<file path="src/rtl/ftsl_defs.vh">
// ftsl_defs.vh: register offsets, field positions, reset values and timing counts
// for the fan tach status and limit block; included by the top-level design file only.
`ifndef FTSL_DEFS_VH
`define FTSL_DEFS_VH

// register byte offsets
`define FTSL_OFF_CTRL 8'h00
`define FTSL_OFF_STAT 8'h04
`define FTSL_OFF_UPPER 8'h08
`define FTSL_OFF_LOWER 8'h0C
`define FTSL_OFF_IRQ_MASK 8'h10

// control register fields
`define FTSL_CTRL_RANGE_IE 0
`define FTSL_CTRL_ENABLE 1
`define FTSL_CTRL_EDGE_SEL_LO 11
`define FTSL_CTRL_EDGE_SEL_HI 12
`define FTSL_CTRL_EDGE_IE 14
`define FTSL_CTRL_READY_IE 15
`define FTSL_CTRL_SRC_SEL 10
`define FTSL_CTRL_COUNT_LO 16
`define FTSL_CTRL_COUNT_HI 31

// status register fields
`define FTSL_ST_RANGE 0
`define FTSL_ST_PIN 1
`define FTSL_ST_EDGE 2
`define FTSL_ST_READY 3

// reset values
`define FTSL_RST_UPPER 16'hFFFF
`define FTSL_RST_LOWER 16'h0000
`define FTSL_RST_MASK 4'hF

// slow reference clock: 100 kHz from a 125 MHz clock
`define FTSL_PCLK_HZ 125000000
`define FTSL_REF_HZ 100000
`define FTSL_REF_DIV (`FTSL_PCLK_HZ / `FTSL_REF_HZ)
// divider reload, FTSL_REF_DIV - 1, sized to the 11-bit divider register
`define FTSL_REF_RELOAD 11'h4E1

`endif

</file>
<file path="src/rtl/ftsl_sync.v">
// ftsl_sync.v: two-flop synchroniser for one asynchronous level.
// assumes the input comes from a pin outside the pclk domain.
`timescale 1ns/1ps

module ftsl_sync (
	input wire pclk,
	input wire presetn,
	input wire async_in,
	output wire sync_out
);
	reg meta_q;
	reg sync_q;

	always @(posedge pclk or negedge presetn) begin
		if (!presetn) begin
			meta_q <= 1'b0;
			sync_q <= 1'b0;
		end else begin
			meta_q <= async_in;
			sync_q <= meta_q;
		end
	end

	assign sync_out = sync_q;
endmodule // ftsl_sync

</file>
<file path="src/rtl/ftsl_top.v">
// ftsl_top.v: fan tach status flags, speed counter and limit compare, APB slave.
// assumes an APB master on pclk and a raw tach pin asynchronous to pclk.
//
// Design decision made here: the APB slave port.
`timescale 1ns/1ps
`include "ftsl_defs.vh"

// Functional notes
// - reading-ready stays zero while counting tach edges directly.
// - in reference-clock mode, reading-ready sets on each count latch.
// - interrupt asserts while reading-ready set and its enable is one.
// - input-edge flag sets on every rising or falling tach transition while enabled.
// - interrupt asserts while edge flag set and edge enable is one.
// - live tach level readable as status bit; writes ignored.
// - range fault sets when count above upper or below lower bound.
// - interrupt asserts while range fault set and its enable is one.
// - the three flags clear on write-one, keep on zero, reset zero.
// - 16-bit upper bound, resets all ones, fault when count strictly greater.
// - 16-bit lower bound, resets zero, fault when count strictly less.
// - source one counts reference ticks per edge window; zero counts rising edges.
module ftsl_top (
	input wire pclk,
	input wire presetn,
	input wire psel,
	input wire penable,
	input wire pwrite,
	input wire [7:0] paddr,
	input wire [31:0] pwdata,
	output reg [31:0] prdata,
	output wire pready,
	output wire pslverr,
	input wire tach_pin,
	output wire tach_irq
);
	wire tach_s;
	reg tach_prev_q;
	reg ctrl_range_ie_q;
	reg ctrl_enable_q;
	reg ctrl_src_q;
	reg [1:0] ctrl_edge_sel_q;
	reg ctrl_edge_ie_q;
	reg ctrl_ready_ie_q;
	reg [15:0] upper_q;
	reg [15:0] lower_q;
	reg [3:0] mask_q;
	reg [15:0] speed_count_q;
	reg [15:0] run_count_q;
	reg [3:0] edge_cnt_q;
	reg [3:0] edge_target;
	// 1250 pclk per tick needs eleven bits of divider
	reg [10:0] ref_div_q;
	reg range_q;
	reg edge_q;
	reg ready_q;
	wire wr_en;
	wire rd_en;
	wire pin_edge;
	wire pin_rise;
	wire ref_tick;
	wire latch_now;
	wire range_set;
	wire clr_range;
	wire clr_edge;
	wire clr_ready;
	wire addr_ok;
	wire stat_wr;
	wire irq_range;
	wire irq_edge;
	wire irq_ready;
	reg [31:0] rd_mux;

	// bus timing seen from the master:
	// setup cycle: psel high, penable low, address and direction valid;
	// read data are taken from the mux at this edge.
	// access cycle: penable high, pready already high, so the write lands
	// and the registered read data stand for the master to take.
	// an unmapped address answers with pslverr and changes nothing.

	ftsl_sync u_tach_sync (
		.pclk(pclk),
		.presetn(presetn),
		.async_in(tach_pin),
		.sync_out(tach_s)
	);

	// zero-wait slave: every access completes in its first access cycle
	assign pready = 1'b1;
	assign addr_ok = (paddr == `FTSL_OFF_CTRL) || (paddr == `FTSL_OFF_STAT) ||
		(paddr == `FTSL_OFF_UPPER) || (paddr == `FTSL_OFF_LOWER) ||
		(paddr == `FTSL_OFF_IRQ_MASK);
	assign pslverr = psel && penable && !addr_ok;
	assign wr_en = psel && penable && pwrite && addr_ok;
	assign rd_en = psel && penable && !pwrite;

	always @(posedge pclk or negedge presetn) begin
		if (!presetn) begin
			tach_prev_q <= 1'b0;
		end else begin
			tach_prev_q <= tach_s;
		end
	end

	// the block ignores the pin while disabled, so stale edges are not reported
	assign pin_edge = ctrl_enable_q && (tach_s != tach_prev_q);
	assign pin_rise = pin_edge && tach_s;

	// reference tick generator, 100 kHz
	// the divider runs while the block is disabled too, so the first window
	// after enable may start part way into a tick period: one tick of error
	assign ref_tick = (ref_div_q == 11'h000);
	always @(posedge pclk or negedge presetn) begin
		if (!presetn) begin
			ref_div_q <= 11'h000;
		end else if (ref_tick) begin
			ref_div_q <= `FTSL_REF_RELOAD;
		end else begin
			ref_div_q <= ref_div_q - 11'h001;
		end
	end

	// edge window length, in tach transitions of either polarity:
	// a short window answers fast, a long one averages out an uneven rotor

	always @* begin
		case (ctrl_edge_sel_q)
			2'b00: edge_target = 4'h2;
			2'b01: edge_target = 4'h3;
			2'b10: edge_target = 4'h5;
			default: edge_target = 4'h9;
		endcase
	end

	assign latch_now = ctrl_src_q && pin_edge && (edge_cnt_q + 4'h1 >= edge_target);

	always @(posedge pclk or negedge presetn) begin
		if (!presetn) begin
			run_count_q <= 16'h0000;
			speed_count_q <= 16'h0000;
			edge_cnt_q <= 4'h0;
		end else if (!ctrl_enable_q) begin
			edge_cnt_q <= edge_cnt_q;
		end else if (ctrl_src_q) begin
			if (latch_now) begin
				speed_count_q <= run_count_q;
				run_count_q <= 16'h0000;
				edge_cnt_q <= 4'h0;
			end else begin
				if (pin_edge) begin
					edge_cnt_q <= edge_cnt_q + 4'h1;
				end
				// saturate so a fan slower than the counter range latches as the slowest speed
				if (ref_tick && run_count_q != 16'hFFFF) begin
					run_count_q <= run_count_q + 16'h0001;
				end
			end
		end else if (pin_rise) begin
			speed_count_q <= speed_count_q + 16'h0001;
		end
	end

	assign range_set = (speed_count_q > upper_q) || (speed_count_q < lower_q);

	// status writes only clear flags; the pin bit has no storage to write
	assign stat_wr = wr_en && (paddr == `FTSL_OFF_STAT);

	assign clr_range = stat_wr && pwdata[`FTSL_ST_RANGE];
	assign clr_edge = stat_wr && pwdata[`FTSL_ST_EDGE];
	assign clr_ready = stat_wr && pwdata[`FTSL_ST_READY];

	// set wins over a clear in the same cycle
	always @(posedge pclk or negedge presetn) begin
		if (!presetn) begin
			range_q <= 1'b0;
			edge_q <= 1'b0;
			ready_q <= 1'b0;
		end else begin
			if (range_set) begin
				range_q <= 1'b1;
			end else if (clr_range) begin
				range_q <= 1'b0;
			end
			if (pin_edge) begin
				edge_q <= 1'b1;
			end else if (clr_edge) begin
				edge_q <= 1'b0;
			end
			if (!ctrl_src_q) begin
				ready_q <= 1'b0;
			end else if (latch_now) begin
				ready_q <= 1'b1;
			end else if (clr_ready) begin
				ready_q <= 1'b0;
			end
		end
	end

	// register writes
	always @(posedge pclk or negedge presetn) begin
		if (!presetn) begin
			ctrl_range_ie_q <= 1'b0;
			ctrl_enable_q <= 1'b0;
			ctrl_src_q <= 1'b0;
			ctrl_edge_sel_q <= 2'b00;
			ctrl_edge_ie_q <= 1'b0;
			ctrl_ready_ie_q <= 1'b0;
			upper_q <= `FTSL_RST_UPPER;
			lower_q <= `FTSL_RST_LOWER;
			mask_q <= `FTSL_RST_MASK;
		end else if (wr_en) begin
			case (paddr)
				`FTSL_OFF_CTRL: begin
					ctrl_range_ie_q <= pwdata[`FTSL_CTRL_RANGE_IE];
					ctrl_enable_q <= pwdata[`FTSL_CTRL_ENABLE];
					ctrl_src_q <= pwdata[`FTSL_CTRL_SRC_SEL];
					ctrl_edge_sel_q <= pwdata[`FTSL_CTRL_EDGE_SEL_HI:`FTSL_CTRL_EDGE_SEL_LO];
					ctrl_edge_ie_q <= pwdata[`FTSL_CTRL_EDGE_IE];
					ctrl_ready_ie_q <= pwdata[`FTSL_CTRL_READY_IE];
				end
				`FTSL_OFF_UPPER: upper_q <= pwdata[15:0];
				`FTSL_OFF_LOWER: lower_q <= pwdata[15:0];
				`FTSL_OFF_IRQ_MASK: mask_q <= pwdata[3:0];
				default: mask_q <= mask_q;
			endcase
		end
	end

	// read mux; reserved bits read zero
	always @* begin
		rd_mux = 32'h0000_0000;
		case (paddr)
			`FTSL_OFF_CTRL: begin
				rd_mux[`FTSL_CTRL_RANGE_IE] = ctrl_range_ie_q;
				rd_mux[`FTSL_CTRL_ENABLE] = ctrl_enable_q;
				rd_mux[`FTSL_CTRL_SRC_SEL] = ctrl_src_q;
				rd_mux[`FTSL_CTRL_EDGE_SEL_HI:`FTSL_CTRL_EDGE_SEL_LO] = ctrl_edge_sel_q;
				rd_mux[`FTSL_CTRL_EDGE_IE] = ctrl_edge_ie_q;
				rd_mux[`FTSL_CTRL_READY_IE] = ctrl_ready_ie_q;
				rd_mux[`FTSL_CTRL_COUNT_HI:`FTSL_CTRL_COUNT_LO] = speed_count_q;
			end
			`FTSL_OFF_STAT: begin
				rd_mux[`FTSL_ST_RANGE] = range_q;
				rd_mux[`FTSL_ST_PIN] = tach_s;
				rd_mux[`FTSL_ST_EDGE] = edge_q;
				rd_mux[`FTSL_ST_READY] = ready_q;
			end
			`FTSL_OFF_UPPER: rd_mux[15:0] = upper_q;
			`FTSL_OFF_LOWER: rd_mux[15:0] = lower_q;
			`FTSL_OFF_IRQ_MASK: rd_mux[3:0] = mask_q;
			default: rd_mux = 32'h0000_0000;
		endcase
	end

	// read data registered during the setup cycle so it is stable in the access
	always @(posedge pclk or negedge presetn) begin
		if (!presetn) begin
			prdata <= 32'h0000_0000;
		end else if (psel && !penable && !pwrite) begin
			prdata <= rd_mux;
		end
	end

	// the mask register sits behind the control enables, so firmware can
	// silence the line without touching the counting configuration

	assign irq_range = range_q &&
		ctrl_range_ie_q &&
		mask_q[`FTSL_ST_RANGE];

	assign irq_edge = edge_q &&
		ctrl_edge_ie_q &&
		mask_q[`FTSL_ST_EDGE];

	assign irq_ready = ready_q &&
		ctrl_ready_ie_q &&
		mask_q[`FTSL_ST_READY];

	// gated OR
	// level output from flops only, so it cannot glitch on bus activity
	assign tach_irq = irq_range ||
		irq_edge ||
		irq_ready;

	// rd_en kept for readability of bus decode; unused reads have no side effect
	wire unused_rd = rd_en;
endmodule // ftsl_top

</file>
<file path="config.mk">
export PLATFORM = sky130hd
export DESIGN_NAME = ftsl_top
export DESIGN_NICKNAME = d
export VERILOG_FILES = /design/src/rtl/ftsl_sync.v /design/src/rtl/ftsl_top.v
export VERILOG_INCLUDE_DIRS = /design/src /design/src/rtl
export SDC_FILE = /design/constraint.sdc
export NUM_CORES = 1
export LEC_CHECK = 0
export ABC_AREA = 1
export BUFFER_PORTS_ARGS = -buffer_cell sky130_fd_sc_hd__buf_2
export CAP_MARGIN = 20
export CORE_MARGIN = 1
export CORE_UTILIZATION = 40
export CTS_BUF_LIST = sky130_fd_sc_hd__clkbuf_8
export DETAILED_ROUTE_END_ITERATION = 10
export GPL_TIMING_DRIVEN = 0
export MAX_ROUTING_LAYER = met4
export PLACE_DENSITY = 0.67
export SLEW_MARGIN = 10
export SYNTH_ARGS = -nofsm -noshare
export SYNTH_HDL_FRONTEND = slang
export SYNTH_SLANG_ARGS = --single-unit
</file>
<file path="constraint.sdc">
create_clock -name pclk -period 2.3 [get_ports pclk]
set_input_delay 0 -clock pclk [delete_from_list [all_inputs] [get_ports pclk]]
set_output_delay 0 -clock pclk [all_outputs]
set_load 0.02 [all_outputs]
</file>
==> impl_results.md, run 1 <==
- CTS Sinks: 128
- # nets final: about 1100
- Status: finished, final reports clean
- Chip width: roughly 140 um
- WL per Instance: approximately 15 um
- Number of setup violations in the final report: 0
- DRC Markers: 0
- CP Capture Type: flip-flop
- Share of cells above drive strength 1: 0.156
- Core footprint: roughly 0.017 mm^2
- Worst R2R Setup Slack: between 60 and 70 ps
- Period utilisation layout: 0.973
- Critical path endpoint: speed_count_q[13]
- Power Density: 531 mW/mm^2
- Setup crit start: edge_cnt_q[0]
- Worst r2r src: edge_cnt_q[0]
- Slew Limit Headroom: 0.593
- Count leader, synth: nand2_1
- Die Height: around 140 um
- Diode count: 0
- Layout area overhead: 18.6%
- Leakage power: about 4.5 nW
- Internal power: between 3 and 4 mW
- Fmax: between 0.4 and 0.5 GHz
- Number of enable flip-flop cells after synthesis: 0
- Max-slew violation count: 0
- Vias in the first global route: just under 6000
- Synth warn: 0
- R2R cell count: 12
- Routed vias/inst: 5.08
- Worst Path Required: approximately 2700 ps
- H-tree levels: 4
- IO Port Bufs: 63
- Grt ovf: 0
- Clk_lat worst skew: ~460 ps
- Rows: 48
- Synth cell types: slightly above 40
- FF-to-FF End: speed_count_q[13]
- Critical path type: reg -> reg
- Worst-path fanout max: 8
- Largest net degree at the start of global routing: 90
- Final Non-Filler Cells: roughly 1300
- Sequential area share after synthesis: 0.446
- Total power: 4.56 mW
- Clk network pwr share: 0.460
- Initial antenna violation count: 0
- Buffer depth of the longest clock path: 2
- Skew final: 12.2 ps
- DP HPWL: 13500 um
- TritonCTS Buffers: 17
- Vias: approximately 6500
- Sequential share of power: 0.498
- Setup Slack @ Placement: -145 ps
- Post-synthesis async set-or-reset flop share: 1.00
- Net Sw Frac: 0.231
- Initial core utilization: 0.414
- Synth Flop Type: dfrtp_1
- Worst slew pin tran: between 600 and 700 ps
- Synth Area per Inst: between 7 and 8 um^2
- Leading area contributor after synthesis: dfrtp_1
- First-pass GRT wire length: 30500 um
- Routed WL: ~19000 um
- FF+latch count, synth: between 100 and 150
- Crit path DAT: about 2600 ps
- Synth Instances: ~940
- Syn Std Cell Area: 0.00724 mm^2
- Die Area: around 0.019 mm^2
- Commonest cells in the synthesized netlist: nand2_1, inv_1, dfrtp_1
- Final Critical Period: 2240 ps
- Synth top area cells: dfrtp_1, nand2_1, dfstp_2
- Combinational power share: 0.042
- Clock root cell: clkbuf_8
- Synth top area share: 0.373
- 1st-iter DRT viols: 534
- Fin util: 0.491
- Net switching power: around 1.1 mW
- Max_cap viols: 0
- CTS tree: built
- Gp weighted congestion: around 0.85
- Total Routing Usage GR: 0.222
- Final hold viol count: 0
- Initial DRT Pass Iterations: 5
- Startpoint types: flip-flop
- Clock slew at reported path FFs: about 80 ps
- Worst hold path class: in -> async
- Dpl cells: about 1200
- Slack of the critical path: 63.0 ps
- Post-Syn Nets: ~1000
- Worst VDD drop: 0.373 mV
- Antenna viol nets, final: 0
- Hold slack: approximately 13 ps
- Ports: 81
==> layout make-up <==
class                           instances  area (um^2)
Sequential cell                       128         3230
Fill cell                            1683         8890
Tap cell                              225          282
Multi-Input combinational cell        667         3500
Buffer                                 28          165
Inverter                              113          428
Timing Repair Buffer                   87          567
Clock inverter                         10          134
Clock buffer                           21          289
==> how the worst min path moves through the flow <==
stage,end,slack (ps),depth (start not counted)
2_1_floorplan,ctrl_edge_ie_q,-300,0
3_3_place_gp,u_tach_sync.meta_q,110,1
6_report,edge_cnt_q[1],10,2
5_1_grt,ctrl_edge_sel_q[1],30,2
4_1_cts,prdata[17],4,4
3_5_place_dp,edge_cnt_q[3],-60,1
==> what timing repair did <==
action                                  CTS  global route
hold buffers                             18             0
gates resized for setup                   7            14
gates cloned                              0             2
hold endpoints to repair                165             0
endpoints found under the setup margin   26            29
setup buffers                             0             3
pin swaps                                 0             3
==> power by group through the flow <==
stage                     sequential (mW)  combinational, mW  clock, mW
after floorplan                      2.32             0.0460          0
after global placement               2.31              0.161          0
after detailed placement             2.31              0.168          0
after CTS                            2.27              0.192       2.13
after global routing                 2.27              0.214       2.22
final                                2.27              0.189       2.10
==> flip-flops by register name, summed over array words and instances (netlist names), 2 cells and up <==
register,cells
ref_div_q,11
run_count_q,16
mask_q,4
speed_count_q,16
prdata,32
upper_q,16
lower_q,16
edge_cnt_q,4
ctrl_edge_sel_q,2
==> worst max-delay path, stage by stage, from the launching register on <==
cell and delay (ps):
dfrtp_2 450, ha_4 180, xor2_2 150, ha_1 280
nand2_1 50, inv_1 70, nand2_1 90, nand3_4 120
nand2_4 100, a21boi_4 320, buf_4 210, nand2_1 80
nand2_1 80
==> layout by cell type (no fill, tap or decap), drive strengths merged, types with 3 or more instances in the layout <==
| cell type | n |
|---|---|
| a21oi | 21 |
| buf | 87 |
| bufinv | 3 |
| clkbuf | 31 |
| clkinv | 5 |
| clkinvlp | 3 |
| dfrtp | 108 |
| dfstp | 20 |
| dlygate4sd3 | 18 |
| ha | 39 |
| inv | 112 |
| nand2 | 301 |
| nand3 | 63 |
| nand4 | 16 |
| nor2 | 62 |
| nor3 | 17 |
| o211ai | 6 |
| o21ai | 83 |
| o22ai | 7 |
| o31ai | 16 |
| or2 | 3 |
| xnor2 | 3 |
| xor2 | 16 |
==> metal layers <==
| metal | share of wire | up-vias | global-route usage |
|---|---|---|---|
| met1 | 0.50 | 3023 | 0.306 |
| met4 | 0.023 | 0 | 0.0753 |
| met2 | 0.43 | 183 | 0.328 |
| met5 | 0 | - | - |
| met3 | 0.043 | 36 | 0.0385 |
| li1 | - | 3257 | - |
==> through the flow <==
| stage | instance area [um^2] | TNS [ps] |
|---|---|---|
| floorplan | 7240 | 0 |
| global placement | 7840 | -59170 |
| detailed placement | 7870 | -1820 |
| CTS | 8500 | 0 |
| global route | 8590 | -291 |
| finish | 8590 | 0 |
==> kinds of logic (layout without fill, tap and decap cells) <==
kind of cell	count (synthesis)	count (layout)	synth area share
other	1	1	0.000518
AOI/OAI and AO/OA	141	141	0.111
and+or+nand+nor	467	467	0.274
adders and majority gates	39	39	0.0674
xor gates and xnor gates	19	19	0.0230
buffers and inverters	141	259	0.0784
DFF	128	128	0.446
No activity file was read; power rests on OpenSTA's default activity.
==> inputs of run 2 (changes only) <==
--- a/config.mk
+++ b/config.mk
@@ -6,7 +6,6 @@
 export SDC_FILE = /design/constraint.sdc
 export NUM_CORES = 1
 export LEC_CHECK = 0
-export ABC_AREA = 1
 export BUFFER_PORTS_ARGS = -buffer_cell sky130_fd_sc_hd__buf_2
 export CAP_MARGIN = 20
 export CORE_MARGIN = 1
==> run 2 against run 1 <==
Compared with the run above: the flow now finishes with violations (setup timing); die area down 6.1%; combinational power is 37% higher; synthesized area fell by 6.2%; count of clock-buffer cells in the layout rose by 1; non-clock buffer count is 4 higher; final cell count fell by 22%; largest cell class unchanged; routed wire length fell by 8.7%; critical path type unchanged; clock skew decreased by 0.99 ps; clock power shrank 12%.
==> impl_results.md, run 2 <==
- Synth cell types: 59 (+44%)
- DP HPWL: 11900 um (-12%)
- RSZ-0062 raised after global routing: true
- Synth Flop Type: dfrtp_1
- Total Routing Usage GR: 0.213 (-0.00898)
- Share of cells above drive strength 1: 0.286 (+0.130)
- Initial antenna violation count: 0 (unchanged)
- Largest register FFs: 32 (unchanged)
- CTS Sinks: 128 (unchanged)
- Setup Slack @ Placement: -460 ps (-315 ps)
- Die Height: 132 um (-3.1%)
- Power Density: 530 mW/mm^2 (-0.18%)
- Rows: 47 (-2.1%)
- Critical path type: reg -> reg
- Worst path bufs/invs: 1 (-1)
- 1st-iter DRT viols: 464 (-13%)
- CTS tree: built
- Leading area contributor after synthesis: dfrtp_1
- Slack of the critical path: -8.99 ps (-71.9 ps)
- Clock root cell: clkbuf_8
- Count leader, synth: dfrtp_1
- Vias in the first global route: 5283 (-11%)
- Worst-path fanout max: 5 (-3)
- Slew Limit Headroom: 0.530 (-0.0624)
- Synth Instances: 651 (-30%)
- Diode count: 0 (unchanged)
- Failing checks: setup timing
- CP Capture Type: flip-flop
- Final Critical Period: 2310 ps (+71.9 ps)
- Vias: 5440 (-16%)
- FF+latch count, synth: 128 (unchanged)
- Number of setup violations in the final report: 2 (+2)
- Crit-path cells: ha_4 > xor2_2 > ha_1 > o211ai_1 > o21a_2 > o2bb2ai_4 > buf_8 > nand3_1 > o21ai_1 > a21oi_1
- Max_cap viols: 0 (unchanged)
- Most frequent cells in the layout: dfrtp_1, buf_2, nand2_1, inv_1, ha_1
- IO Port Bufs: 62 (-1.6%)
- Worst Path Required: 2620 ps (-70 ps)
- First-pass GRT wire length: 28000 um (-8.3%)
- Post-synthesis async set-or-reset flop share: 1.00 (unchanged)
- Commonest non-fill, non-tap cell in the layout: dfrtp_1
- Final hold viol count: 0 (unchanged)
- Commonest cells in the synthesized netlist: dfrtp_1, nand2_1, o21ai_0
- Worst slew pin tran: 704 ps (+94.3 ps)
- Worst hold path class: in -> async
- Cell family with most CP delay: compound AO/OA/AOI/OAI gates
- Fmax: 0.433 GHz (-3.1%)
- Leakage power: 3.82 nW (-15%)
- Period utilisation layout: 1.00 (+0.0313)
- Synth warn: 0 (unchanged)
- Layout area overhead: 22.5%
- DRC Markers: 0 (unchanged)
- Critical path's largest stage delay: 450 ps (about the same)
- Antenna viol nets, final: 0 (unchanged)
- Grt ovf: 0 (unchanged)
- Largest net degree at the start of global routing: 87 (-3.3%)
- Synth top area cells: dfrtp_1, dfstp_2, ha_1
- Cell area after layout: 0.00832 mm^2 (-3.2%)
- Chip width: 132 um (-3.1%)
- Buffer depth of the longest clock path: 2 (unchanged)
- Crit path DAT: 2630 ps (about the same)
- Gp weighted congestion: 0.813 (-4.7%)
- Post-Syn Nets: 736 (-28%)
- Core footprint: 0.0166 mm^2 (-5.1%)
- Total Neg Setup Slack: -16.3 ps (-16.3 ps)
- Total power: 4.41 mW (-3.3%)
- DP Area: 0.00741 mm^2 (-5.9%)
- Number of enable flip-flop cells after synthesis: 0 (unchanged)
- Cell with the largest stage delay on the worst path: dfrtp_2
- # nets final: 848 (-25%)
- Initial DRT Pass Iterations: 5 (unchanged)
- Synth Area per Inst: 10.4 um^2 (+35%)
- Syn Std Cell Area: 0.00679 mm^2 (-6.2%)
- TritonCTS Buffers: 17 (unchanged)
- Routed vias/inst: 5.46 (+7.5%)
- H-tree levels: 4 (unchanged)
- Worst VDD drop: 0.396 mV (+6.2%)
- Synth top area share: 0.398 (+0.0248)
- Ports: 81 (unchanged)
- Die Area: 0.0175 mm^2 (-6.1%)
- Sequential area share after synthesis: 0.475 (+0.0296)
- Clock slew at reported path FFs: 70 ps (about the same)
- Skew final: 11.2 ps (-0.989 ps)
- Hold slack: 23.2 ps (+10.6 ps)
- Status: finished with violations
- WL per Instance: 17.3 um (+17%)
- Biggest register: prdata
- Max-slew violation count: 0 (unchanged)
- Clk_lat worst skew: 460 ps (about the same)
- Routed WL: 17200 um (-8.7%)
- Initial core utilization: 0.410 (-0.00484)
- Startpoint types: flip-flop
[run 2: changes by cell type after synthesis, sizes merged, moves of 13 or more]
cell,delta
nand2,-242
inv,-74
mux2,+43
o21ai,-40
nor2,-35
nand3,-27
a22o,+18
a21oi,+13
and3,+13
[run 2: final timing paths]
kind,start,to,slack (ps),depth (start not counted)
setup / recovery,edge_cnt_q[0],speed_count_q[7],-9,10
hold / removal,presetn,prdata[2],20,2
setup reg to reg,edge_cnt_q[0],speed_count_q[7],-9,10
hold reg to reg,u_tach_sync.meta_q,u_tach_sync.sync_out,350,0
max in group asynchronous,presetn,run_count_q[0],1480,3
min in group pclk,pwrite,prdata[31],110,4
[run 2: metrics by stage]
stage,utilization,cells
after floorplan,-,651
after global placement,0.445,933
after detailed placement,0.447,934
after CTS,0.490,993
after global routing,0.502,996
final,0.502,996
[run 2: what timing repair did]
action,CTS,global route
buffers inserted,5,3
gates resized for setup,21,42
endpoints found under the setup margin,33,26
pin swaps,5,22
cloned,0,2
hold buffers,23,0
endpoints found under the hold margin,167,0
[run 2: final cells by class]
| cell class | instances | area (um^2) |
|---|---|---|
| Tap cell | 220 | 275 |
| Sequential cell | 128 | 3230 |
| Fill cell | 1520 | 8270 |
| Clock buffer | 22 | 303 |
| Multi-Input combinational cell | 459 | 3480 |
| Timing Repair Buffer | 96 | 667 |
| Inverter | 38 | 143 |
| Clock inverter | 10 | 72.6 |
| Buffer | 23 | 148 |
[run 2: logic make-up (layout without fill, tap and decap cells)]
group | after synthesis | in the layout | share of synthesized area
AND/OR/NAND/NOR | 202 | 202 | 0.159
AO/OA/AOI/OAI | 152 | 152 | 0.143
flip-flops | 128 | 128 | 0.475
buffers and inverters | 64 | 189 | 0.0403
multiplexers | 52 | 52 | 0.0938
adder cells (fa/ha/maj) | 39 | 39 | 0.0718
XOR/XNOR | 13 | 13 | 0.0168
other | 1 | 1 | 0.000552
[run 2: layer usage]
metal / share of wire / wire [um] / global-route usage
met1: 0.47 / 8110 / 0.290
met2: 0.47 / 8120 / 0.317
met3: 0.043 / 735 / 0.0427
met4: 0.013 / 225 / 0.0702
met5: 0 / 0 / -
[run 2: power by group]
group	internal (mW)	total (mW)	switching, mW	leakage (nW)
registers	2.28	2.30	0.0245	1.67
clock network	0.974	1.85	0.874	0.209
logic	0.108	0.258	0.150	1.94
==> inputs of run 3 (changes only) <==
--- a/config.mk
+++ b/config.mk
@@ -11,10 +11,12 @@
 export CORE_MARGIN = 1
 export CORE_UTILIZATION = 40
 export CTS_BUF_LIST = sky130_fd_sc_hd__clkbuf_8
+export CTS_CLUSTER_DIAMETER = 120
 export DETAILED_ROUTE_END_ITERATION = 10
 export GPL_TIMING_DRIVEN = 0
 export MAX_ROUTING_LAYER = met4
 export PLACE_DENSITY = 0.67
+export SETUP_SLACK_MARGIN = 0.3
 export SLEW_MARGIN = 10
 export SYNTH_ARGS = -nofsm -noshare
 export SYNTH_HDL_FRONTEND = slang
==> run 3 against run 2 <==
Compared with the run above: the flow still finishes with violations (setup timing); final cell count grew 1.5%; non-clock buffer count grew 14; sequential cell count is the same; critical path type unchanged; highest routed layer unchanged.
==> impl_results.md, run 3 (synthesis gave the netlist of run 2 again) <==
- Status: finished with violations
- Failing checks: setup timing
- # nets final: 863 (+1.8%)
- Share of cells above drive strength 1: 0.292 (+0.00595)
- Worst-path fanout max: 5 (unchanged)
- Gp weighted congestion: 0.863 (+6.2%)
- Largest net degree at the start of global routing: 66 (-24%)
- H-tree levels: 4 (unchanged)
- Worst Path Required: 2620 ps (about the same)
- DR WL met3: 854 um (+16%)
- Largest register FFs: 32 (unchanged)
- Antenna viol nets, final: 0 (unchanged)
- Skew final: 9.84 ps (-1.34 ps)
- Initial DRT Pass Iterations: 5 (unchanged)
- Buffer depth of the longest clock path: 2 (unchanged)
- Most frequent cells in the layout: dfrtp_1, buf_2, nand2_1, inv_1, ha_1
- Clk_lat worst skew: 450 ps (about the same)
- Vias in the first global route: 5427 (+2.7%)
- WL met1: 7940 um (-2.1%)
- FF-to-FF End: speed_count_q[5]
- WL per Instance: 17.2 um (-0.38%)
- Cell family with most CP delay: compound AO/OA/AOI/OAI gates
- Worst VDD drop: 0.349 mV (-12%)
- Ports: 81 (unchanged)
- Worst slew pin tran: 624 ps (-79.9 ps)
- Max_cap viols: 0 (unchanged)
- Hold slack: 91.4 ps (+68.2 ps)
- Final Critical Period: 2310 ps (+5.36 ps)
- Crit-path cells: ha_2 > ha_1 > o211ai_1 > o211ai_1 > o2bb2ai_4 > buf_4 > clkbuf_16 > o22ai_1 > a21oi_1
- Max-slew violation count: 0 (unchanged)
- Top cell by count, worst path: o211ai_1
- Cell area after layout: 0.00849 mm^2 (+2.1%)
- CTS tree: built
- Layout area overhead: 25.1%
- Chip width: 132 um (unchanged)
- Cell with the largest stage delay on the worst path: dfrtp_1
- Vias: 5573 (+2.4%)
- 1st-iter DRT viols: 448 (-3.4%)
- Worst hold path class: in -> async
- Grt ovf: 0 (unchanged)
- CTS Sinks: 128 (unchanged)
- Slack of the critical path: -14.3 ps (-5.36 ps)
- Rows: 47 (unchanged)
- Die Height: 132 um (unchanged)
- R2R cell count: 9 (-1)
- Setup Slack @ Placement: -140 ps (+320 ps)
- Diode count: 0 (unchanged)
- Total power: 4.44 mW (+0.72%)
- Routed vias/inst: 5.51 (+0.92%)
- Die Area: 0.0175 mm^2 (unchanged)
- DP Area: 0.00750 mm^2 (+1.2%)
- RSZ-0062 raised after global routing: true
- Routed WL: 17400 um (+1.1%)
- Commonest non-fill, non-tap cell in the layout: dfrtp_1
- Critical path's largest stage delay: 400 ps (-50 ps)
- First-pass GRT wire length: 28000 um (about the same)
- Initial antenna violation count: 0 (unchanged)
- Uppermost layer routed: met4
- Number of setup violations in the final report: 2 (unchanged)
- IO Port Bufs: 62 (unchanged)
- Fmax: 0.432 GHz (-0.23%)
- Power Density: 523 mW/mm^2 (-1.4%)
- DP HPWL: 11900 um (about the same)
- Crit path DAT: 2630 ps (about the same)
- Worst r2r src: edge_cnt_q[1]
- Critical path type: reg -> reg
- Clock root cell: clkbuf_8
- Fillcell total: 1518 (-0.13%)
- CP Capture Type: flip-flop
- Clock slew at reported path FFs: 80 ps (about the same)
- Biggest register: prdata
- Total Routing Usage GR: 0.214 (+0.000801)
- Leakage power: 3.94 nW (+3.2%)
- TritonCTS Buffers: 17 (unchanged)
- Fin util: 0.512 (+0.0106)
- Worst path bufs/invs: 2 (+1)
- Slew Limit Headroom: 0.584 (+0.0533)
- Core footprint: 0.0166 mm^2 (unchanged)
- DR WL met2: 8330 um (+2.5%)
- DRC Markers: 0 (unchanged)
- Final hold viol count: 0 (unchanged)
- Startpoint types: flip-flop
- Period utilisation layout: 1.01 (+0.00233)
- Worst R2R Setup Slack: -10 ps (about the same)
- Initial core utilization: 0.410 (unchanged)
## run 3: layout make-up
cell class | count | area (um^2) | share of cell area
clock inverter | 12 | 103 | 0.0121
clock buffer | 20 | 275 | 0.0324
tap | 220 | 275 | 0.0324
sequential | 128 | 3230 | 0.381
inverter | 38 | 143 | 0.0168
buffer | 26 | 205 | 0.0242
timing repair buffer | 107 | 781 | 0.0919
multi-input combinational | 460 | 3480 | 0.410
## run 3: what timing repair did
action                                  CTS  global route
pin swaps                                 4            14
endpoints found under the setup margin   33            43
hold buffers                             23             0
resized for setup                        16            48
gates cloned                              2             2
hold endpoints to repair                118             0
setup buffers                            10             8
## run 3: power by group
group          switching, mW  internal [mW]  total (mW)
logic                  0.156          0.115       0.271
registers             0.0228           2.28        2.30
clock network          0.851           1.02        1.87
## run 3: through the flow
stage          setup TNS [ps]  cells
2_1_floorplan               0    651
3_3_place_gp           -52760    933
3_5_place_dp            -1150    934
4_1_cts                     0   1001
5_1_grt                  -870   1011
6_report                -16.9   1011
## run 3: worst max path at each step
| stage | from | end | slack (ps) | depth (start not counted) |
|---|---|---|---|---|
| finish | edge_cnt_q[1] | speed_count_q[5] | -10 | 9 |
| CTS | edge_cnt_q[1] | speed_count_q[13] | 60 | 10 |
| global placement | presetn | ref_div_q[2] | -490 | 1 |
| global route | edge_cnt_q[1] | speed_count_q[13] | -100 | 10 |
| floorplan | edge_cnt_q[0] | speed_count_q[15] | 250 | 8 |
| detailed placement | edge_cnt_q[0] | speed_count_q[9] | -140 | 9 |
## run 3: per-layer routing
layer	global-route usage	vias to the layer above
li1	-	2661
met4	0.0709	0
met2	0.329	143
met3	0.0531	25
met1	0.275	2744
met5	-	-
